`config.mk`:
```
export PLATFORM = sky130hd
export DESIGN_NAME = ccf_cluster
export DESIGN_NICKNAME = d
export VERILOG_FILES = /design/src/ccf_rule_note_unused.sv /design/src/ccf_pkg.sv /design/src/ccf_cluster.sv
export VERILOG_INCLUDE_DIRS = /design/src
export SDC_FILE = /design/constraint.sdc
export NUM_CORES = 1
export LEC_CHECK = 0
export ABC_AREA = 1
export BUFFER_PORTS_ARGS = -buffer_cell sky130_fd_sc_hd__buf_2
export CORE_UTILIZATION = 40
export DETAILED_ROUTE_END_ITERATION = 16
export PLACE_DENSITY = 0.72
export REMOVE_ABC_BUFFERS = 1
export SLEW_MARGIN = 40
export SYNTH_ARGS = -nofsm -noshare
export SYNTH_HDL_FRONTEND = slang
export SYNTH_SLANG_ARGS = --single-unit
```
`constraint.sdc`:
```
create_clock -name i_clock -period 5.8 [get_ports i_clock]
set_input_delay 0.58 -clock i_clock [delete_from_list [all_inputs] [get_ports i_clock]]
set_output_delay 0.58 -clock i_clock [all_outputs]
set_load 0.03 [all_outputs]
```
`src/ccf_cfg.svh`:
```
/*
  Constants of the logic cluster control fabric: sizes, bit positions of the
  local-routing control lines and reset values.
  Assumes nothing else; included by bare name wherever the numbers are needed.
*/
`ifndef CCF_CFG_SVH
`define CCF_CFG_SVH

// ==========================================================================
// cluster sizes
`define CCF_CELLS        10
`define CCF_EXT_INPUTS   26
`define CCF_COL_CLOCKS   4
`define CCF_MAX_CTRL     10
`define CCF_CTRL_W       4

// ==========================================================================
// external input map: operand a, operand b, then control lines
`define CCF_A_LSB        0
`define CCF_B_LSB        10
`define CCF_GATE_ONE     20
`define CCF_GATE_TWO     21
`define CCF_SCLR         22
`define CCF_SLOAD        23
`define CCF_ALOAD        24
`define CCF_ADDNSUB      25

// ==========================================================================
// operand b sources on the local routing
`define CCF_BSRC_EXT     2'h0
`define CCF_BSRC_FB      2'h1
`define CCF_BSRC_LEFT    2'h2
`define CCF_BSRC_RIGHT   2'h3

// ==========================================================================
// reset values and fixed control count
`define CCF_Q_RST        10'h000
`define CCF_COL_RST      4'h0
`define CCF_CTRL_FIXED   4'h4

`endif

```
`src/ccf_rule_note_unused.sv`:
```
`timescale 1ns/1ps

```
`src/ccf_pkg.sv`:
```
/*
  Types of the logic cluster control fabric: the static configuration word
  and the data-path mode of the cluster's cells.
  Assumes ccf_cfg.svh is on the include path.
*/
`include "ccf_cfg.svh"

package ccf_pkg;

  // ========================================================================
  // what each cell's register takes on an enabled edge
  typedef enum logic [2:0] {
    CCF_D_LUT   = 3'h1,
    CCF_D_SUM   = 3'h2,
    CCF_D_CHAIN = 3'h4
  } ccf_dsel_t;

  // ========================================================================
  // static configuration, held steady by the surrounding logic
  typedef struct packed {
    logic [1:0]                clk_one_src;   // column line for clock one
    logic [1:0]                clk_two_src;   // column line for clock two
    logic                      dual_edge;     // clock two = falling edge of one
    logic                      aclr_one_en;
    logic                      aclr_two_en;
    logic [1:0]                aclr_one_src;  // global line for clear one
    logic [1:0]                aclr_two_src;  // global line for clear two
    logic [`CCF_CELLS-1:0]     cell_clk_two;  // cell runs on clock two
    logic [`CCF_CELLS-1:0]     cell_aclr_two; // cell obeys clear two
    logic [`CCF_CELLS-1:0]     pushback;      // preset by inverted clear
    logic [`CCF_CELLS-1:0]     preset_mode;   // async load forces one
    logic [1:0]                b_src;         // operand b routing source
    ccf_dsel_t                 dsel;
    logic [7:0]                lut_mask;      // truth table of {a, b, chain}
  } ccf_cfg_t;

endpackage : ccf_pkg

```
`src/ccf_cluster.sv`:
```
/*
  One logic cluster: ten cell registers with their cluster-wide control
  generation, carry chain, lookup and register chains and local routing.
  Assumes all inputs are synchronous to i_clock; the column clock lines are
  levels sampled on i_clock, their edges becoming one-cycle enables.
*/
`timescale 1ns/1ps
`include "ccf_cfg.svh"

// What this block does
// - ten cells with chains, controls and routing
// - twenty-six external inputs plus ten feedback lines
// - ten control kinds, at most ten active
// - each cluster clock paired with its gate
// - both edges of one clock use both clocks
// - dropped gate stops clock, registers hold
// - preset by inverted clear or async load high
// - cluster add/subtract select, dynamic per data
// - controls from four column clocks and routing
// - global lines serve as clocks or clears
// - routing from rows, own cells, both neighbours
// - each cell output reaches thirty cells
// - register and lookup chains to adjacent cell
// - subtract inverts b, first carry-in one
// - sync clear and load hit every register
module ccf_cluster (
  input  wire logic                         i_clock,        // system clock, 50 MHz
  input  wire logic                         i_sys_rst,      // async reset, high
  input  wire ccf_pkg::ccf_cfg_t            i_cfg,          // static configuration
  input  wire logic [`CCF_COL_CLOCKS-1:0]   i_col_clk,      // global column lines
  input  wire logic [`CCF_EXT_INPUTS-1:0]   i_ext_in,       // row/column routing
  input  wire logic [`CCF_CELLS-1:0]        i_left_link,    // left neighbour cells
  input  wire logic [`CCF_CELLS-1:0]        i_right_link,   // right neighbour cells
  input  wire logic                         i_carry_in,     // carry from prior cluster
  input  wire logic                         i_lut_chain_in, // lookup chain into cell 0
  input  wire logic                         i_reg_chain_in, // register chain into cell 0
  output logic      [`CCF_CELLS-1:0]        o_cell_q,       // cell register outputs
  output logic      [`CCF_CELLS-1:0]        o_lut_q,        // registered lookup outputs
  output logic                              o_carry_out,    // registered chain carry
  output logic      [`CCF_CTRL_W-1:0]       o_ctrl_used     // active control count
);
  import ccf_pkg::*;

  localparam int unsigned N = `CCF_CELLS;

  // ========================================================================
  // helpers
  function automatic logic pick_line(input logic [`CCF_COL_CLOCKS-1:0] lines,
                                     input logic [1:0] sel);
    pick_line = lines[sel];
  endfunction

  logic [N-1:0]                q_reg;
  logic [N-1:0]                q_next;
  logic [`CCF_COL_CLOCKS-1:0]  col_prev_reg;
  logic [N-1:0]                op_a;
  logic [N-1:0]                op_b_raw;
  logic [N-1:0]                op_b;
  logic [N-1:0]                lut_v;
  logic [N-1:0]                sum_v;
  logic [N:0]                  carry_v;
  logic [N-1:0]                d_v;
  logic                        tick_one;
  logic                        tick_two;
  logic                        clr_one;
  logic                        clr_two;
  logic                        gate_one;
  logic                        gate_two;
  logic                        sclr;
  logic                        sload;
  logic                        aload;
  logic                        sub;
  logic [`CCF_CTRL_W-1:0]      used_next;

  // ========================================================================
  // local routing: control lines and operands from the external inputs
  assign op_a     = i_ext_in[`CCF_A_LSB +: N];
  assign gate_one = i_ext_in[`CCF_GATE_ONE];
  assign gate_two = i_ext_in[`CCF_GATE_TWO];
  assign sclr     = i_ext_in[`CCF_SCLR];
  assign sload    = i_ext_in[`CCF_SLOAD];
  assign aload    = i_ext_in[`CCF_ALOAD];
  assign sub      = i_ext_in[`CCF_ADDNSUB];

  // operand b may come from rows, own feedback or either neighbour
  always_comb begin
    unique case (i_cfg.b_src)
      `CCF_BSRC_EXT:   op_b_raw = i_ext_in[`CCF_B_LSB +: N];
      `CCF_BSRC_FB:    op_b_raw = q_reg;
      `CCF_BSRC_LEFT:  op_b_raw = i_left_link;
      `CCF_BSRC_RIGHT: op_b_raw = i_right_link;
    endcase
  end

  // ========================================================================
  // column line edge history; lines are levels, edges become enables
  always_ff @(posedge i_clock or posedge i_sys_rst) begin
    if (i_sys_rst) begin
      col_prev_reg <= `CCF_COL_RST;
    end else begin
      col_prev_reg <= i_col_clk;
    end
  end

  // cluster clocks from column lines, each gated by its own enable
  always_comb begin
    tick_one = pick_line(i_col_clk, i_cfg.clk_one_src)
             & ~pick_line(col_prev_reg, i_cfg.clk_one_src)
             & gate_one;
    if (i_cfg.dual_edge) begin
      // falling edge of the same line consumes the second clock
      tick_two = ~pick_line(i_col_clk, i_cfg.clk_one_src)
               & pick_line(col_prev_reg, i_cfg.clk_one_src)
               & gate_two;
    end else begin
      tick_two = pick_line(i_col_clk, i_cfg.clk_two_src)
               & ~pick_line(col_prev_reg, i_cfg.clk_two_src)
               & gate_two;
    end
    // global lines doubling as asynchronous clears
    clr_one = i_cfg.aclr_one_en & pick_line(i_col_clk, i_cfg.aclr_one_src);
    clr_two = i_cfg.aclr_two_en & pick_line(i_col_clk, i_cfg.aclr_two_src);
  end

  // ========================================================================
  // arithmetic and lookup data paths of the ten cells
  assign op_b = op_b_raw ^ {N{sub}};

  always_comb begin
    carry_v[0] = sub | i_carry_in;
    for (int i = 0; i < N; i++) begin
      sum_v[i]     = op_a[i] ^ op_b[i] ^ carry_v[i];
      carry_v[i+1] = (op_a[i] & op_b[i]) | (carry_v[i] & (op_a[i] ^ op_b[i]));
      lut_v[i]     = i_cfg.lut_mask[{op_a[i], op_b[i],
                       (i == 0) ? i_lut_chain_in : lut_v[i-1]}];
      unique case (i_cfg.dsel)
        CCF_D_LUT:   d_v[i] = lut_v[i];
        CCF_D_SUM:   d_v[i] = sum_v[i];
        CCF_D_CHAIN: d_v[i] = (i == 0) ? i_reg_chain_in : q_reg[i-1];
        default:     d_v[i] = q_reg[i];                 // illegal code holds
      endcase
    end
  end

  // ========================================================================
  // per-cell register next value; async controls beat clocked ones
  always_comb begin
    for (int i = 0; i < N; i++) begin
      q_next[i] = q_reg[i];
      if (i_cfg.cell_aclr_two[i] ? clr_two : clr_one) begin
        q_next[i] = 1'b0;
      end else if (aload) begin
        if (i_cfg.preset_mode[i]) begin
          // push-back clears the inverted store; otherwise load a tied one
          q_next[i] = i_cfg.pushback[i] ? ~1'b0 : 1'b1;
        end else begin
          q_next[i] = op_a[i];
        end
      end else if (i_cfg.cell_clk_two[i] ? tick_two : tick_one) begin
        if (sclr) begin
          q_next[i] = 1'b0;
        end else if (sload) begin
          q_next[i] = op_a[i];
        end else begin
          q_next[i] = d_v[i];
        end
      end
    end
  end

  // ========================================================================
  // cell registers; outputs feed own cluster and both neighbours
  always_ff @(posedge i_clock or posedge i_sys_rst) begin
    if (i_sys_rst) begin
      q_reg <= `CCF_Q_RST;
    end else begin
      q_reg <= q_next;
    end
  end

  assign o_cell_q = q_reg;

  // registered lookup and carry views for the next cluster
  always_ff @(posedge i_clock or posedge i_sys_rst) begin
    if (i_sys_rst) begin
      o_lut_q     <= `CCF_Q_RST;
      o_carry_out <= 1'b0;
    end else begin
      o_lut_q     <= lut_v;
      o_carry_out <= carry_v[N];
    end
  end

  // ========================================================================
  // control usage: each used clock brings its gate along
  always_comb begin
    used_next = `CCF_CTRL_FIXED;
    if (~&i_cfg.cell_clk_two) used_next = used_next + `CCF_CTRL_W'(2);
    if (|i_cfg.cell_clk_two)  used_next = used_next + `CCF_CTRL_W'(2);
    used_next = used_next + `CCF_CTRL_W'(i_cfg.aclr_one_en)
                          + `CCF_CTRL_W'(i_cfg.aclr_two_en);
  end

  always_ff @(posedge i_clock or posedge i_sys_rst) begin
    if (i_sys_rst) begin
      o_ctrl_used <= '0;
    end else begin
      o_ctrl_used <= used_next;
    end
  end

  // ========================================================================
  // checks
  ctrl_limit_a: assert property (@(posedge i_clock) disable iff (i_sys_rst)
    o_ctrl_used <= `CCF_MAX_CTRL) else $error("too many cluster controls");

  gate_one_hold_a: assert property (@(posedge i_clock) disable iff (i_sys_rst)
    (!gate_one && !aload && !clr_one && !clr_two && !i_cfg.cell_clk_two[0])
      |=> $stable(q_reg[0])) else $error("gated cell one changed");

  clock_pair_a: assert property (@(posedge i_clock) disable iff (i_sys_rst)
    (!gate_two && !i_cfg.dual_edge) |-> !tick_two) else $error("clock two ran ungated");

  dual_edge_a: assert property (@(posedge i_clock) disable iff (i_sys_rst)
    (i_cfg.dual_edge && i_cfg.cell_clk_two[4] && !aload && !clr_one && !clr_two
     && pick_line(i_col_clk, i_cfg.clk_one_src)) |=> $stable(q_reg[4]))
    else $error("clock two cell moved off falling edge");

  async_clear_a: assert property (@(posedge i_clock) disable iff (i_sys_rst)
    (clr_one && !i_cfg.cell_aclr_two[3]) |=> !q_reg[3]) else $error("clear one missed");

  preset_high_a: assert property (@(posedge i_clock) disable iff (i_sys_rst)
    (aload && !clr_one && !clr_two && i_cfg.preset_mode[5]) |=> q_reg[5])
    else $error("preset did not set cell");

  sync_clear_a: assert property (@(posedge i_clock) disable iff (i_sys_rst)
    (tick_one && sclr && !aload && !clr_one && !clr_two && ~|i_cfg.cell_clk_two)
      |=> q_reg == '0) else $error("sync clear missed a cell");

  subtract_a: assert property (@(posedge i_clock) disable iff (i_sys_rst)
    sub |-> sum_v == N'(op_a - op_b_raw)) else $error("subtract result wrong");

  reg_chain_a: assert property (@(posedge i_clock) disable iff (i_sys_rst)
    (i_cfg.dsel == CCF_D_CHAIN && tick_one && !sclr && !sload && !aload
     && !clr_one && !clr_two && !i_cfg.cell_clk_two[1])
      |=> q_reg[1] == $past(q_reg[0])) else $error("register chain broken");

endmodule // ccf_cluster

```
# Word-level counts from Yosys, hierarchy flattened
# Cells that the tools add are included.
# word_totals
word_cells,259
ramBits,0
out_inout_bits,25
romBits,0
ff_bits,29
latchBits,0
mem_count,0
in_bits,119
# classes
n_addsub,3
n_mul,0
magnitude_cmp,14
div_mod_pow,0
muxes,126
n_reduce_logical,33
shift,0
n_eq_ne,6
bitwise,63
# op_table
operator,count
1-bit two-way mux,97
7-bit nonzero test,10
3-bit by 4-bit less-than comparator with 1-bit output (second input constant),10
10-bit case mux with 4 select lines,1
1-bit binary-select mux with 3-bit select,10
1-bit case mux with 3 select lines,10
3-bit nonzero test,10
1-bit AND,28
2-bit AND reduction,10
1-bit XOR,20
1-bit binary-select mux with 2-bit select,6
2-bit by 3-bit less-than comparator with 1-bit output (second input constant),4
1-bit bitwise OR,11
10-bit AND reduction,1
10-bit OR reduction,1
10-bit XOR,1
4-bit by 1-bit adder with 4-bit output,2
3-bit by 2-bit adder with 4-bit output (second input constant),1
2-bit == test (second input constant),2
4-bit two-way mux,1
3-bit by 1-bit == test with 1-bit output (second input constant),1
3-bit by 2-bit == test with 1-bit output (second input constant),1
3-bit == test (second input constant),1
1-bit inverter,3
other kinds (3),3

# Longest topological paths before layout
# logic_depth
depth_word,29
depth_mapped,50
ltp_nobuf,49

# Worst setup path before layout
# Ideal clock, no wire load.
# synth_timing
path_type,input-to-reg
start,input port i_cfg[11] (netlist bit)
end,register q_reg[9] (netlist: o_cell_q[9])
path_buffers,2
t_required_ns,5.683
t_arrival_ns,5.587
stages,22
setup_time_ns,0.117
slack_ns,0.096
path_cell_list,buf_6 > nor2_2 > buf_4 > nand2_1 > nand3_2 > nand2_1 > fa_1 > fa_1 > fa_1 > fa_1 > fa_1 > fa_1 > fa_1 > fa_1 > fa_1 > fa_1 > a221oi_1 > nand2_1 > nand2_1 > nand2_1 > nand2_1 > nand2_1
# synth_via
elab_chain_len,29
word_cells_on_any_way,70
cone_classes,eq/ne: 3; mux: 27; bitwise: 39; reduce/logical: 1
# synth_lines
item,line_no,rtl
from (decl),ccf_cluster.sv:29,"input wire ccf_pkg::ccf_cfg_t i_cfg,"
"2-bit == test, or another cell as far along",ccf_cluster.sv:87,unique case (i_cfg.b_src)
10-bit case mux with 4 select lines *,ccf_cluster.sv:87,
10-bit XOR *,ccf_cluster.sv:127,assign op_b = op_b_raw ^ {N{sub}};
1-bit binary-select mux with 3-bit select or 1-bit XOR (tied branches),"ccf_cluster.sv:134, ccf_cluster.sv:133",
1-bit two-way mux or 1-bit AND (tied branches),"ccf_cluster.sv:135, ccf_cluster.sv:133",
1-bit binary-select mux with 3-bit select or 1-bit bitwise OR (tied branches),"ccf_cluster.sv:134, ccf_cluster.sv:133",
1-bit two-way mux or 1-bit AND (tied branches),"ccf_cluster.sv:135, ccf_cluster.sv:133",
1-bit binary-select mux with 3-bit select or 1-bit bitwise OR (tied branches),"ccf_cluster.sv:134, ccf_cluster.sv:133",
(+13 left out),n/a,
1-bit binary-select mux with 3-bit select or 1-bit bitwise OR (tied branches),"ccf_cluster.sv:134, ccf_cluster.sv:133",
1-bit two-way mux or 1-bit XOR (tied branches),"ccf_cluster.sv:135, ccf_cluster.sv:132",
1-bit case mux with 3 select lines *,ccf_cluster.sv:136,unique case (i_cfg.dsel)
1-bit two-way mux *,ccf_cluster.sv:162,end else if (sload) begin
1-bit two-way mux *,ccf_cluster.sv:160,if (sclr) begin
1-bit two-way mux *,ccf_cluster.sv:159,end else if (i_cfg.cell_clk_two[i] ? tick_two : tick_one) begin
1-bit two-way mux *,ccf_cluster.sv:152,end else if (aload) begin
1-bit two-way mux *,ccf_cluster.sv:150,if (i_cfg.cell_aclr_two[i] ? clr_two : clr_one) begin
to (signal assigned),ccf_cluster.sv:175,q_reg <= `CCF_Q_RST;
to (signal assigned),ccf_cluster.sv:177,q_reg <= q_next;
to (decl),ccf_cluster.sv:53,logic [N-1:0] q_reg;
# Mark *: on every way between the ends. The rest lies on a longest branch, timed or not. The select of a mux whose other input is x is not followed.
# A chain may end at the register's enable or synchronous reset.

# Worst setup path in the final report
# Ends and elaborated chain as after synthesis.

==> impl_metrics.json <==
{
  "rows": 34,
  "vias": 4438,
  "tns_ns": 0,
  "ff2ff_path_depth": 22,
  "drv_slew": 0,
  "clk_latency_ns": 0.29,
  "path_buf_inv": 2,
  "htree_levels": 2,
  "die_x_um": 98.9,
  "period_needed_ns": 5.54,
  "floorplan.die_area_sq_um": 9770,
  "routabilityCongestion": 0.897,
  "slowest_stage": "fa_1",
  "antenna_cells": 0,
  "power.leakage_nw": 2.37,
  "finalCritPeriodShare_pct": 95.6,
  "routed_wl_mm": 12.8,
  "drv_cap": 0,
  "post-route-util_pct": 52.9,
  "final_hold_viol_count": 0,
  "io_pins": 144,
  "cts_tree": "built",
  "path_cells": "clkbuf_4 -> inv_2 -> nand3_2 -> nand2_2 -> nor2_4 -> nand3_2 -> nand2_1 -> fa_1 -> fa_2 -> fa_1 -> fa_1 -> fa_1 -> fa_1 -> fa_2 -> fa_1 -> fa_1 -> fa_1 -> a221oi_2 -> nand2_1 -> nand2_1 -> nand2_1 -> nand2_1 -> nand2_1",
  "ir_drop_uv": 88.0,
  "final_cell_mix": "132 x buf_2, 95 x nand2_1, 91 x nand3_1",
  "cp-end-kind": "register",
  "tightest_slew_ns": 0.747,
  "initial_core_util_pct": 42.2,
  "crit_type": "in -> reg",
  "nNetsFinal": 808,
  "grt_max_degree": 30,
  "status": "finished clean",
  "drc": 0,
  "setup_viol": 0,
  "cts_sinks": 29,
  "die_h_um": 98.9,
  "slew_headroom_pct": 49.8,
  "synth-main-ff-cell": "dfrtp_1",
  "synth.cell_area_sq_um": 3750,
  "grt_usage_pct": 26.3,
  "ys_ff_latch": 29,
  "r2r-start": "o_cell_q[0]",
  "clock_skew_ns": 0.0129,
  "numCtsBuffers": 5,
  "rsz0062_at_grt": "no",
  "wl_per_cell_um": 16.3,
  "cp_max_fo": 7,
  "max_freq_ghz": 0.180,
  "drive_gt1_share_pct": 32.4,
  "core_region_area_sq_um": 8890,
  "r2r_end": "o_cell_q[9]",
  "arrival_ns": 5.73,
  "rrSetupSlack_ns": 0.27,
  "dp_cells": 776,
  "crit_family": "adder cells",
  "mostFrequentLayoutCell": "buf_2",
  "hpwl_mm": 10.3,
  "cp-start-kind": "input pin",
  "vias_per_cell": 5.65,
  "syn_inst": 540,
  "async_flop_share_pct": 100,
  "clockBufferDepth": 2,
  "power.density_nw_per_um2": 229,
  "io_buffers": 133,
  "crit_required_ns": 5.98,
  "dr.pass1.iters": 5,
  "overflow": 0,
  "root_buffer": "clkbuf_8",
  "path_depth": 23,
  "path_clk_slew_ns": 0.08,
  "grt_pass1_vias": 4230,
  "grt_pass1_wl_mm": 20.3,
  "hp-class": "in -> async",
  "cp-endpoint": "o_cell_q[9]",
  "synth_edf_count": 0,
  "stdcell_count": 786,
  "crit_top_cell": "fa_1",
  "yosysSeqAreaShare_pct": 19.3,
  "area_delta_synth_final_pct": 25.3,
  "yosys_warnings": 0,
  "synthDistinctLibCells": 40,
  "max_stage_delay_ns": 0.45,
  "drtAntennaViolNets": 0,
  "drtIter0Drc": 288,
  "syn_area_per_cell_sq_um": 6.95,
  "crit_path_start": "i_cfg[11]",
  "antenna_found_initial": 0
}
per-stage QoR:
stage | setup WS [ns] | total power [mW] | hold slack [ns] | cell area, sq um
after global placement | -0.0790 | 0.815 | 0.568 | 4550
final | 0.256 | 1.08 | 0.360 | 4700
after CTS | 0.0866 | 1.06 | 0.374 | 4670
after detailed placement | -0.167 | 0.832 | 0.578 | 4550
after global routing | 0.0115 | 1.14 | 0.401 | 4700
after floorplan | 0.113 | 0.636 | 0.611 | 3620
tightest hold or removal path, delay by kind of cell:
family   cells  cell delay (ns)
buf+inv      3             0.49
worst min path at each step:
stage               cells past startpoint         endpoint          from
global placement                        2      o_cell_q[7]   o_cell_q[7]
floorplan                               0  col_prev_reg[0]  i_col_clk[0]
detailed placement                      2      o_cell_q[7]   o_cell_q[7]
global route                            3      o_cell_q[7]     i_sys_rst
finish                                  3       o_lut_q[8]     i_sys_rst
CTS                                     3   o_ctrl_used[1]     i_sys_rst
timing repair:
action | in CTS | in global routing
buffers inserted | 0 | 2
hold buffers | 0 | 0
resized for setup | 0 | 6
hold endpoints to repair | 0 | 0
endpoints found under the setup margin | 0 | 1
synthesized netlist by cell type (3+ instances only):
master     number  area [sq um]
nand2_1        95           357
nand3_1        91           455
inv_1          65           244
o21ai_0        46           230
nor2_1         42           158
dfrtp_1        29           726
a21oi_1        21           105
nand3_4        17           298
nand3_2        16           160
fa_1           11           220
nand2_4        10           113
a211oi_1        8          60.1
o2111ai_1       8          70.1
xor2_1          8          70.1
clkbuf_1        7          26.3
buf_2           6          30.0
buf_4           5          37.5
nor3_1          5          25.0
a221oi_1        4          35.0
a31oi_1         4          25.0
inv_2           4          15.0
nand4_1         4          25.0
nor4_1          4          25.0
o21a_1          4          30.0
buf_6           3          33.8
o21ai_1         3          15.0
layer usage:
layer / GRT usage, % / share of wire (%)
met1: 33.0 / 40
met2: 45.5 / 48
met5: 0 / 0
met3: 4.89 / 9.3
met4: 8.84 / 2.6
cells by family (layout without fill, tap and decap cells):
family | count (synthesis) | after routing | synth area share [%]
fa+ha+maj | 12 | 12 | 6.20
buf+inv | 91 | 229 | 10.5
xor+xnor | 8 | 8 | 1.87
flops | 29 | 29 | 19.3
compound gates | 107 | 107 | 17.1
simple gates | 293 | 293 | 44.9
power breakdown:
group	total [mW]	switching, mW	internal [mW]
Clock	0.232	0.0926	0.140
Sequential	0.251	0.0165	0.235
Combinational	0.594	0.392	0.202
Total	1.08	0.501	0.576
final cells by class:
class	count	area (sq um)
clock inverters	2	37.5
well taps	108	135
flip-flops and latches	29	726
clock buffers	6	82.6
repair buffers	152	811
multi-input cells	420	2650
inverters	69	259
fillers	871	4190
Power figures use the tool's default switching activity.
